## src/b3m_pkg.sv

```systemverilog
// What this block does
// - Four-bit sleep voltage code in bits 3..0, filled from fuses, codes 0000 to 1111.
// - Sleep voltage code is read-only to software; writes never change it.
// - Bit 0 run enable, fuse-loaded; zero disables, one enables; clearing turns off.
// - Bit 1 standby enable; one keeps regulator on in standby, software may clear.
// - Standby enable default follows the fuse-derived run enable.
// - Bit 2 sleep enable, software-writable; one keeps regulator on in sleep.
// - Bit 3 selects low-power operation during standby and sleep.
// - Bit 6 forces continuous-conduction fixed pulse width regardless of load.
// - Bit 7 active low; zero connects discharge resistor while regulator is off.
// - Fuse-loaded fields load at start-up, then software reads and writes them.
package b3m_pkg;

   localparam int ADDR_W = 8;
   localparam int DATA_W = 8;
   localparam int CODE_W = 4;

   ////////////////////////////////////////////////////////////////////////////
   localparam logic [7:0] OFFS_SLEEP_VOLT = 8'h40;
   localparam logic [7:0] OFFS_MODE_CTRL = 8'h41;

   localparam int BIT_RUN_EN = 0;
   localparam int BIT_STBY_EN = 1;
   localparam int BIT_SLEEP_EN = 2;
   localparam int BIT_LOW_PWR = 3;
   localparam int BIT_FPW = 6;
   localparam int BIT_DIS_N = 7;

   localparam logic [7:0] VOLT_USED_MASK = 8'h0f;
   localparam logic [7:0] CTRL_USED_MASK = 8'hcf;

   localparam logic [3:0] RESET_SLEEP_CODE = 4'h0;
   localparam logic [7:0] RESET_MODE_CTRL = 8'h00;

   ////////////////////////////////////////////////////////////////////////////
   typedef struct packed {
      logic discharge_disable_n;
      logic forced_pulse_width;
      logic low_power_select;
      logic sleep_enable;
      logic standby_enable;
      logic run_enable;
   } b3m_ctrl_s;

   typedef struct packed {
      logic load;
      logic run_enable;
      logic discharge_disable_n;
      logic [3:0] sleep_code;
   } b3m_fuse_s;

   // Gray path: waiting -> loaded
   typedef enum logic [1:0] {
      LD_WAIT = 2'b00,
      LD_DONE = 2'b01
   } b3m_load_e;

endpackage

```

## src/b3m_mode_control_regs.sv

```systemverilog
// Our own choice: strobed register access.
`timescale 1ns/1ps
module b3m_mode_control_regs #(
   parameter int DATA_W = b3m_pkg::DATA_W,
   parameter int ADDR_W = b3m_pkg::ADDR_W
) (
   input wire logic mclk,
   input wire logic rst,
   input wire logic [ADDR_W-1:0] addr,
   input wire logic [DATA_W-1:0] wdata,
   input wire logic wr,
   input wire logic rd,
   output logic [DATA_W-1:0] rdata,
   input wire b3m_pkg::b3m_fuse_s fuse,
   output b3m_pkg::b3m_ctrl_s ctrl,
   output logic [b3m_pkg::CODE_W-1:0] sleep_code,
   output logic fuses_loaded
);

   if (DATA_W != 8) begin : g_bad_data
      $error("b3m_mode_control_regs: data width must be 8");
   end
   if (ADDR_W < 7) begin : g_bad_addr
      $error("b3m_mode_control_regs: address too narrow for the offsets");
   end

   ////////////////////////////////////////////////////////////////////////////
   // Helpers

   function automatic logic [7:0] ctrl_to_byte(input b3m_pkg::b3m_ctrl_s c);
      logic [7:0] b;
      b = 8'h00;
      b[b3m_pkg::BIT_RUN_EN] = c.run_enable;
      b[b3m_pkg::BIT_STBY_EN] = c.standby_enable;
      b[b3m_pkg::BIT_SLEEP_EN] = c.sleep_enable;
      b[b3m_pkg::BIT_LOW_PWR] = c.low_power_select;
      b[b3m_pkg::BIT_FPW] = c.forced_pulse_width;
      b[b3m_pkg::BIT_DIS_N] = c.discharge_disable_n;
      return b;
   endfunction

   // Register image to fields; the reset value goes through here too
   function automatic b3m_pkg::b3m_ctrl_s byte_to_ctrl(input logic [7:0] b);
      b3m_pkg::b3m_ctrl_s c;
      c.run_enable = b[b3m_pkg::BIT_RUN_EN];
      c.standby_enable = b[b3m_pkg::BIT_STBY_EN];
      c.sleep_enable = b[b3m_pkg::BIT_SLEEP_EN];
      c.low_power_select = b[b3m_pkg::BIT_LOW_PWR];
      c.forced_pulse_width = b[b3m_pkg::BIT_FPW];
      c.discharge_disable_n = b[b3m_pkg::BIT_DIS_N];
      return c;
   endfunction

   function automatic logic hits(input logic [ADDR_W-1:0] a, input logic [7:0] offs);
      return a == ADDR_W'(offs);
   endfunction

   ////////////////////////////////////////////////////////////////////////////
   // Decode

   logic wr_ctrl;
   logic rd_volt;
   logic rd_ctrl;

   assign wr_ctrl = wr && hits(addr, b3m_pkg::OFFS_MODE_CTRL);
   assign rd_volt = rd && hits(addr, b3m_pkg::OFFS_SLEEP_VOLT);
   assign rd_ctrl = rd && hits(addr, b3m_pkg::OFFS_MODE_CTRL);

   ////////////////////////////////////////////////////////////////////////////
   // Fuse load tracking

   b3m_pkg::b3m_load_e load_state;
   b3m_pkg::b3m_load_e next_load_state;
   logic next_fuses_loaded;

   always_comb begin
      next_load_state = load_state;
      case (load_state)
         b3m_pkg::LD_WAIT: begin
            if (fuse.load) begin
               next_load_state = b3m_pkg::LD_DONE;
            end
         end
         b3m_pkg::LD_DONE: begin
            next_load_state = b3m_pkg::LD_DONE;
         end
         default: begin
            next_load_state = b3m_pkg::LD_WAIT;
         end
      endcase
      next_fuses_loaded = next_load_state == b3m_pkg::LD_DONE;
   end

   always_ff @(posedge mclk) begin
      if (rst) begin
         load_state <= b3m_pkg::LD_WAIT;
         fuses_loaded <= 1'b0;
      end else begin
         load_state <= next_load_state;
         fuses_loaded <= next_fuses_loaded;
      end
   end

   ////////////////////////////////////////////////////////////////////////////
   // Sleep voltage code

   b3m_sleep_code #(
      .CODE_W(b3m_pkg::CODE_W)
   ) u_sleep_code (
      .mclk(mclk),
      .rst(rst),
      .load(fuse.load),
      .load_code(fuse.sleep_code),
      .code(sleep_code)
   );

   ////////////////////////////////////////////////////////////////////////////
   // Mode control register

   b3m_pkg::b3m_ctrl_s next_ctrl;

   always_comb begin
      next_ctrl = ctrl;
      if (wr_ctrl) begin
         next_ctrl.run_enable = wdata[b3m_pkg::BIT_RUN_EN];
         next_ctrl.standby_enable = wdata[b3m_pkg::BIT_STBY_EN];
         next_ctrl.sleep_enable = wdata[b3m_pkg::BIT_SLEEP_EN];
         next_ctrl.low_power_select = wdata[b3m_pkg::BIT_LOW_PWR];
         next_ctrl.forced_pulse_width = wdata[b3m_pkg::BIT_FPW];
         next_ctrl.discharge_disable_n = wdata[b3m_pkg::BIT_DIS_N];
      end
      // Hardware load beats a same-cycle software write on fuse fields
      if (fuse.load) begin
         next_ctrl.run_enable = fuse.run_enable;
         next_ctrl.standby_enable = fuse.run_enable;
         next_ctrl.discharge_disable_n = fuse.discharge_disable_n;
      end
   end

   always_ff @(posedge mclk) begin
      if (rst) begin
         ctrl <= byte_to_ctrl(b3m_pkg::RESET_MODE_CTRL);
      end else begin
         ctrl <= next_ctrl;
      end
   end

   ////////////////////////////////////////////////////////////////////////////
   // Read port

   logic [DATA_W-1:0] next_rdata;
   logic [DATA_W-1:0] volt_image;
   logic [DATA_W-1:0] ctrl_image;

   // Masking here keeps unused bits zero whatever the fields hold
   assign volt_image = DATA_W'({4'h0, sleep_code} & b3m_pkg::VOLT_USED_MASK);
   assign ctrl_image = DATA_W'(ctrl_to_byte(ctrl) & b3m_pkg::CTRL_USED_MASK);

   always_comb begin
      next_rdata = '0;
      if (rd_volt) begin
         next_rdata = volt_image;
      end else if (rd_ctrl) begin
         next_rdata = ctrl_image;
      end
   end

   always_ff @(posedge mclk) begin
      if (rst) begin
         rdata <= '0;
      end else begin
         rdata <= next_rdata;
      end
   end

   ////////////////////////////////////////////////////////////////////////////
   // Checks

   logic [ADDR_W-1:0] addr_q;
   logic rd_q;

   always_ff @(posedge mclk) begin
      if (rst) begin
         addr_q <= '0;
         rd_q <= 1'b0;
      end else begin
         addr_q <= addr;
         rd_q <= rd;
      end
   end
endmodule // b3m_mode_control_regs

```

## src/b3m_sleep_code.sv

```systemverilog
`timescale 1ns/1ps
module b3m_sleep_code #(
   parameter int CODE_W = b3m_pkg::CODE_W
) (
   input wire logic mclk,
   input wire logic rst,
   input wire logic load,
   input wire logic [CODE_W-1:0] load_code,
   output logic [CODE_W-1:0] code
);

   if (CODE_W != 4) begin : g_bad_width
      $error("b3m_sleep_code: code width must be 4");
   end

   logic [CODE_W-1:0] next_code;

   // No write path at all: the regulator has no voltage scaling
   always_comb begin
      next_code = code;
      if (load) begin
         next_code = load_code;
      end
   end

   always_ff @(posedge mclk) begin
      if (rst) begin
         code <= CODE_W'(b3m_pkg::RESET_SLEEP_CODE);
      end else begin
         code <= next_code;
      end
   end

endmodule // b3m_sleep_code
```

## config.mk

```make
export PLATFORM = sky130hd
export DESIGN_NAME = b3m_mode_control_regs
export DESIGN_NICKNAME = d
export VERILOG_FILES = /design/src/b3m_pkg.sv /design/src/b3m_mode_control_regs.sv /design/src/b3m_sleep_code.sv
export SDC_FILE = /design/constraint.sdc
export NUM_CORES = 1
export LEC_CHECK = 0
export ABC_AREA = 1
export BUFFER_PORTS_ARGS = -buffer_cell sky130_fd_sc_hd__buf_2
export CAP_MARGIN = 40
export CORE_MARGIN = 4
export CORE_UTILIZATION = 40
export DETAILED_ROUTE_END_ITERATION = 10
export PLACE_DENSITY_LB_ADDON = 0.1
export SYNTH_ARGS = -nofsm -noshare
export SYNTH_HDL_FRONTEND = slang
export SYNTH_SLANG_ARGS = --single-unit
```

## constraint.sdc

```tcl
create_clock -name mclk -period 1.1 [get_ports mclk]
set_clock_uncertainty 0.05 [all_clocks]
set_input_delay 0.11 -clock mclk [delete_from_list [all_inputs] [get_ports mclk]]
set_output_delay 0.11 -clock mclk [all_outputs]
set_load 0.05 [all_outputs]
```

=== Word-level counts from Yosys, hierarchy flattened ===
Index checks and enable logic that the tools add are counted.

* Bits in registers: 21
* Bits of input ports: 27
* Bits in latches: 0
* Memory bits (writable): 0
* Memories: 0
* Memory bits (read-only): 0

* Bitwise operators: 1
* Order comparisons: 0
* Mux-type cells: 7
* Reductions and logical operators: 7
* Divide/modulo/power cells: 0
* Add/subtract/negate cells: 0
* Multiply operators: 0
* Shift operators: 0
* Equality and inequality tests: 4

{| class="wikitable"
|+ Operator list
! kind !! number
|-
| $eq A8 B7 Y1 const B || 2
|-
| $mux W4 || 2
|-
| $mux W6 || 1
|-
| $eq A2 B1 Y1 const B || 2
|-
| $mux W2 || 2
|-
| $pmux W2 S2 || 1
|-
| $logic_and A1 B1 Y1 || 3
|-
| $reduce_or A3 Y1 || 1
|-
| $logic_not A2 Y1 || 1
|-
| $reduce_bool A2 Y1 || 1
|-
| $reduce_or A2 Y1 || 1
|-
| $mux W1 || 1
|-
| $not A1 Y1 || 1
|}

=== Depth between registers and ports, before layout ===
Gate-level depths: netlist of the first run.

* Depth in word-level cells: 4
* Gate-level depth with buffers: 8
* Gate-level depth less buffers: 8

=== By module ===
Synthesis of the first run repeated with hierarchy kept, for this count alone.

* Cell total of the unflattened synthesis: 112
* Area, all modules: 844.6 um^2

{| class="wikitable"
|+ By module, submodules not included
! module !! times used !! sequential area each (um^2) !! cells each !! area an instance (um^2)
|-
| b3m_mode_control_regs || 1 || 300.3 || 86 || 671.9
|-
| b3m_sleep_code || 1 || 80.1 || 26 || 172.7
|}

=== Least setup slack after synthesis of the first run ===
Ideal clock, no wire load.

* Kind: reg2reg
* Start: reg, netlist name ctrl[5]
* End: reg ctrl[5] (netlist bit)
* Path slack: 0.067 ns
* Required time: 0.986 ns
* Arrival time: 0.920 ns
* Path buffers: 0
* Stages on the path, launching flop included: 5
* Clock period less this slack: 1.033 ns
* Setup time: 0.064 ns
* Cell sequence: dfxtp_1 inv_1 nor2_1 nor2_1 nor2_1

{| class="wikitable"
|+ RTL lines
! what !! RTL line !! text
|-
| end signal: assignment || b3m_mode_control_regs.sv:142 || <nowiki>ctrl <= byte_to_ctrl(b3m_pkg::RESET_MODE_CTRL);</nowiki>
|-
| end signal: assignment || b3m_mode_control_regs.sv:144 || <nowiki>ctrl <= next_ctrl;</nowiki>
|-
| end: declaration || b3m_mode_control_regs.sv:15 || <nowiki>output b3m_pkg::b3m_ctrl_s ctrl,</nowiki>
|}

=== Worst setup path after layout of the first run ===
* Start: reg u_sleep_code.code[1]
* End: out sleep_code[1] (netlist bit)

{| class="wikitable"
|+ RTL lines
! what !! RTL line !! text
|-
| start: declaration || b3m_sleep_code.sv:9 || <nowiki>output logic [CODE_W-1:0] code</nowiki>
|-
| start signal: assignment || b3m_sleep_code.sv:28 || <nowiki>code <= CODE_W'(b3m_pkg::RESET_SLEEP_CODE);</nowiki>
|-
| start signal: assignment || b3m_sleep_code.sv:30 || <nowiki>code <= next_code;</nowiki>
|-
| end: declaration || b3m_mode_control_regs.sv:16 || <nowiki>output logic [b3m_pkg::CODE_W-1:0] sleep_code,</nowiki>
|}

No word-level cell between the ends.

==> metrics.cfg, run 1 <==
[power]
swShare = 0.289
ir_worst_vdd_mv = 0.865
clockPowerShare = 0.259
internal_power_uw = 932
p_per_area_nw_per_um2 = 1160
p_seq_frac = 0.551
p_sw_uw = 379
pwr-share-comb = 0.190
power.leakage_nw = 0.593

[sta]
layout_min_cycle_time_ps = 1070
fmax_ghz = 0.933
hold_viol_final = 0
finalCritPeriodShare = 0.974
fin_ws_ps = 28.5
rsz0062_at_grt = false
setup_violations = 0
fin_setup_tns_ps = 0
finalMaxSlewViolations = 0
holdWs_ps = 7.94

[drt]
drt_first_pass_iters = 4
drc = 0
wl_per_cell_um = 10.0
routed_via_density = 4.35
vias = 775
dr.first_iter.drc_count = 10
routed_wl_um = 1790
postRouteAntennaNets = 0

[yosys]
syn_inst = 103
yosysUniqueCellTypes = 18
netlist_area_um2 = 806
synth-seq-area-share = 0.472
yosys_warnings = 0
synth_area_leaders = dfxtp_1 47%, nor2_1 11%, inv_1 8.4%, nand4_1 5.4%, o21ai_0 4.3%
synth_top_area_frac = 0.472
avgSynthCellArea_um2 = 7.82
yosys.area.top_type = dfxtp_1
postSynthRegisterBits = 19

[worst_setup_path]
crit_path_start_kind = flop
critical_path_class = flop to output pin
worst-path-stages = 1
cp_slowest_cell = dfxtp_1
cp_cell_sequence = clkbuf_4
crit_arrival_ps = 910
required_ps = 940
critPathMaxStageDelay_ps = 380
crit_fanout = 3
worst_r2r_path_depth = 4
critPathTopFamily = flip-flops
end_kind = output pin
path_buf_inv = 1

[clock_network]
cts_buffer_depth = 2
clock_latency_ps = 290
cts_sinks = 19
ctsHtreeMaxLevel = 1
clock-root-buffer = clkbuf_4
cts_setup_buffers = 0
clkTransAtPathRegs_ps = 100
cts_tree = yes
cts_buffers = 3

[finish]
nets = 181
num-fill-cells = 182
antenna_cells = 0
mostFrequentLayoutCell = buf_2
fin_area_um2 = 1130
drive_gt1_frac = 0.373
area_growth_pct = 39.9
post-route-util = 0.619
final_cell_mix = 35 x buf_2, 23 x nor2_1, 19 x dfxtp_1, 18 x inv_1

[global_routing]
gr-total-overflow = 0
antenna_found_initial = 0
grt_pass1_wl_um = 2670
grt_max_degree = 12
grt_pass1_vias = 695
track_usage = 0.128

[floorplanning]
coreArea_um2 = 1820
die_area_um2 = 2800
die_y_um = 52.9
rows = 15
start_util = 0.443
fp.dieW_um = 52.9
pin_count = 46

[hold_path]
hold_path.class = input port to flop
hold_depth = 3

[placed_design]
dpl_cell_area_um2 = 1050
dp.final_hpwl_um = 1420
port_buffers = 41
gp_congestion = 0.763
place_ws_ps = 21.9

[run_status]
status = complete, no violations

[run]
maxCapViolCount = 0

-- synthesized netlist by cell type, drive strengths merged --
cell type  instances
a21oi              3
buf                4
conb               1
dfxtp             19
inv               18
nand2             10
nand3              1
nand4              8
nor2              25
nor3               2
nor4               1
o21ai             11
-- layer usage --
layer,up-vias,part of all wire,GRT usage
li1,421,-,-
met1,327,0.42,0.149
met2,25,0.49,0.231
met3,2,0.080,0.0366
met4,0,0.0067,0.0255
met5,-,0,0
-- registers in the layout, indices dropped and copies added (netlist names) --
name	flops
rdata	6
u_sleep_code.code	4
ctrl	6
load_state	2
fuses_loaded	1
-- power groups by stage --
stage / Clock, mW / Combinational [mW] / Sequential (mW)
final: 0.339 / 0.249 / 0.723
after global routing: 0.371 / 0.268 / 0.725
after CTS: 0.350 / 0.247 / 0.722
after detailed placement: 0 / 0.235 / 0.738
after global placement: 0 / 0.231 / 0.737
after floorplan: 0 / 0.0944 / 0.800
-- logic make-up (layout without fill, tap and decap cells) --
kind of cell           Yosys count  in the layout  share of synthesized area
and+or+nand+nor                 47             47                      0.321
buffers and inverters           22             70                      0.115
AOI/OAI and AO/OA               14             14                     0.0869
DFF                             19             19                      0.472
other                            1              3                    0.00465
-- cell type report --
class | instances | area (µm²) | area share
tap | 25 | 31.3 | 0.0277
multi-input combinational | 64 | 340 | 0.302
clock buffer | 3 | 22.5 | 0.0200
timing repair buffer | 48 | 280 | 0.249
inverter | 18 | 67.6 | 0.0599
clock inverter | 1 | 5.00 | 0.00444
sequential | 19 | 380 | 0.337
-- repair_timing --
item,4_1_cts,5_1_grt
hold buffers,3,0
cloned,0,0
resized for setup,2,4
setup endpoints to repair,2,4
hold endpoints to repair,7,0
-- stage by stage --
| step | std cells | power (mW) |
|---|---|---|
| after floorplan | 105 | 0.894 |
| after global placement | 171 | 0.968 |
| after detailed placement | 171 | 0.973 |
| after CTS | 178 | 1.32 |
| after global routing | 178 | 1.36 |
| final | 178 | 1.31 |
-- path summary, 6_finish.rpt --
| path | from | endpoint | slack, ps |
|---|---|---|---|
| setup / recovery | u_sleep_code.code[1] | sleep_code[1] | 30 |
| hold / removal | fuse[2] | u_sleep_code.code[2] | 8 |
| setup reg to reg | ctrl[1] | ctrl[1] | 370 |
| hold reg to reg | load_state[1] | fuses_loaded | 380 |
No activity file was read; power rests on OpenSTA's default activity.
==> run 2, diff against run 1 <==
--- a/config.mk
+++ b/config.mk
@@ -6,11 +6,11 @@
 export NUM_CORES = 1
 export LEC_CHECK = 0
 export ABC_AREA = 1
-export BUFFER_PORTS_ARGS = -buffer_cell sky130_fd_sc_hd__buf_2
 export CAP_MARGIN = 40
 export CORE_MARGIN = 4
 export CORE_UTILIZATION = 40
 export DETAILED_ROUTE_END_ITERATION = 10
+export DONT_BUFFER_PORTS = 1
 export PLACE_DENSITY_LB_ADDON = 0.1
 export SYNTH_ARGS = -nofsm -noshare
 export SYNTH_HDL_FRONTEND = slang
==> run 2 against run 1 <==
Against the previous run:
- the flow now finishes with violations (negative hold slack)
- core utilization decreased by 2.1 points
- non-clock buffer count decreased by 20
- critical path type unchanged
- setup slack improved by 32 ps
- final area decreased by 3.3%
==> metrics.cfg, run 2 (same netlist as run 1, synthesis figures left out) <==
[floorplanning]
pin_count = 46
die_y_um = 52.9
coreArea_um2 = 1820
start_util = 0.443
fp.dieW_um = 52.9
die_area_um2 = 2800
rows = 15

[finish]
seqCellArea_um2 = 384
nets = 161
antenna_cells = 0
num-fill-cells = 173
reg_top3 = ctrl: 6 flops, rdata: 6 flops, u_sleep_code.code: 4 flops
mostFrequentLayoutCell = nor2_1
drive_gt1_frac = 0.226
multi_input_area_um2 = 340
fin_cells = 158
final_cell_mix = 23 x nor2_1, 18 x inv_1, 16 x dfxtp_1, 16 x buf_4, 12 x dlygate4sd3_1
area_growth_pct = 35.2

[run_status]
status = finished, violations left
violations = negative hold slack

[worst_setup_path]
required_ps = 940
cp_slowest_cell = dfxtp_1
regToRegStartpoint = ctrl[5]
rrSetupSlack_ps = 340
crit_start = u_sleep_code.code[2]
crit_fanout = 3
critical_path_class = flop to output pin
end_kind = output pin
cp_cell_sequence = buf_4
path_buf_inv = 1
critPathTopFamily = flip-flops
crit_path_start_kind = flop
crit_arrival_ps = 880
critPathMaxStageDelay_ps = 380

[global_routing]
grt_max_degree = 11
track_usage = 0.143
grt_pass1_vias = 708
grt_pass1_wl_um = 2930
antenna_found_initial = 0
gr-total-overflow = 0

[power]
ir_worst_vdd_mv = 0.839
power.leakage_nw = 0.508
p_per_area_nw_per_um2 = 1180

[drt]
routed_wl_um = 1870
postRouteAntennaNets = 0
drt_first_pass_iters = 4
routed_via_density = 4.66
dr.first_iter.drc_count = 10
vias = 736
wl_per_cell_um = 11.8
drc = 0

[clock_network]
cts_buffers = 3
cts_setup_buffers = 0
cts_buffer_depth = 2
cts_tree = yes
ctsHtreeMaxLevel = 1
clock_latency_ps = 290
clock-root-buffer = clkbuf_4
clkTransAtPathRegs_ps = 100
cts_sinks = 19

[sta]
setup_violations = 0
rsz0062_at_grt = false
fin_setup_tns_ps = 0
holdWs_ps = -32.7
finalCritPeriodShare = 0.945
finalMaxSlewViolations = 0
hold_viol_final = 4
fmax_ghz = 0.962
layout_min_cycle_time_ps = 1040

[placed_design]
dpl.cell_count = 142
dp.final_hpwl_um = 1420
gp_congestion = 0.726
port_buffers = 0

[hold_path]
hold_path.class = input port to flop
worstHoldStart = addr[1]

[run]
maxCapViolCount = 0

-- run 2: changes by cell type in the layout (fill, tap and decap cells not counted), sizes merged --
| cell | delta |
|---|---|
| buf | -25 |
| dlygate4sd3 | +9 |
| clkbuf | -3 |
| clkinv | -1 |
-- run 2: power breakdown --
| group | total (mW) | switching, mW | internal (mW) |
|---|---|---|---|
| combinational | 0.231 | 0.150 | 0.0813 |
| sequential | 0.722 | 0.0128 | 0.709 |
| clock | 0.336 | 0.195 | 0.141 |
-- run 2: worst paths after layout --
path | endpoint | cells past startpoint
worst min-delay path | rdata[1] | 3
worst max-delay path | sleep_code[2] | 1
worst max register to register | ctrl[5] | 4
worst min register to register | load_state[0] | 1
-- run 2: through the flow --
step	hold WS (ps)	utilization	total power [mW]	setup slack, ps	area [µm²]
after global routing	-45.2	0.599	1.36	25.3	1090
after detailed placement	138	0.516	0.930	105	940
after floorplan	132	-	0.894	66.7	813
final	-32.7	0.599	1.29	60.8	1090
after CTS	-42.8	0.592	1.31	2.70	1080
after global placement	135	0.516	0.925	128	940
-- run 2: layout make-up --
| cell class | instances | area share |
|---|---|---|
| multi-input cells | 64 | 0.312 |
| inverters | 18 | 0.0620 |
| well taps | 25 | 0.0287 |
| flip-flops and latches | 19 | 0.352 |
| clock buffers | 4 | 0.0241 |
| repair buffers | 28 | 0.220 |
-- run 2: what timing repair did --
item / 4_1_cts / 5_1_grt
endpoints found under the setup margin: 1 / 2
hold endpoints to repair: 16 / 4
hold buffers: 11 / 1
pin swaps: 0 / 0
gates resized for setup: 1 / 2
-- run 2: layer usage --
layer  track usage  vias up  wire, µm
met5             0        -         0
met1         0.162      326       783
met2         0.252       27       946
li1              -      381         -
met3        0.0563        2       129
met4        0.0255        0        12
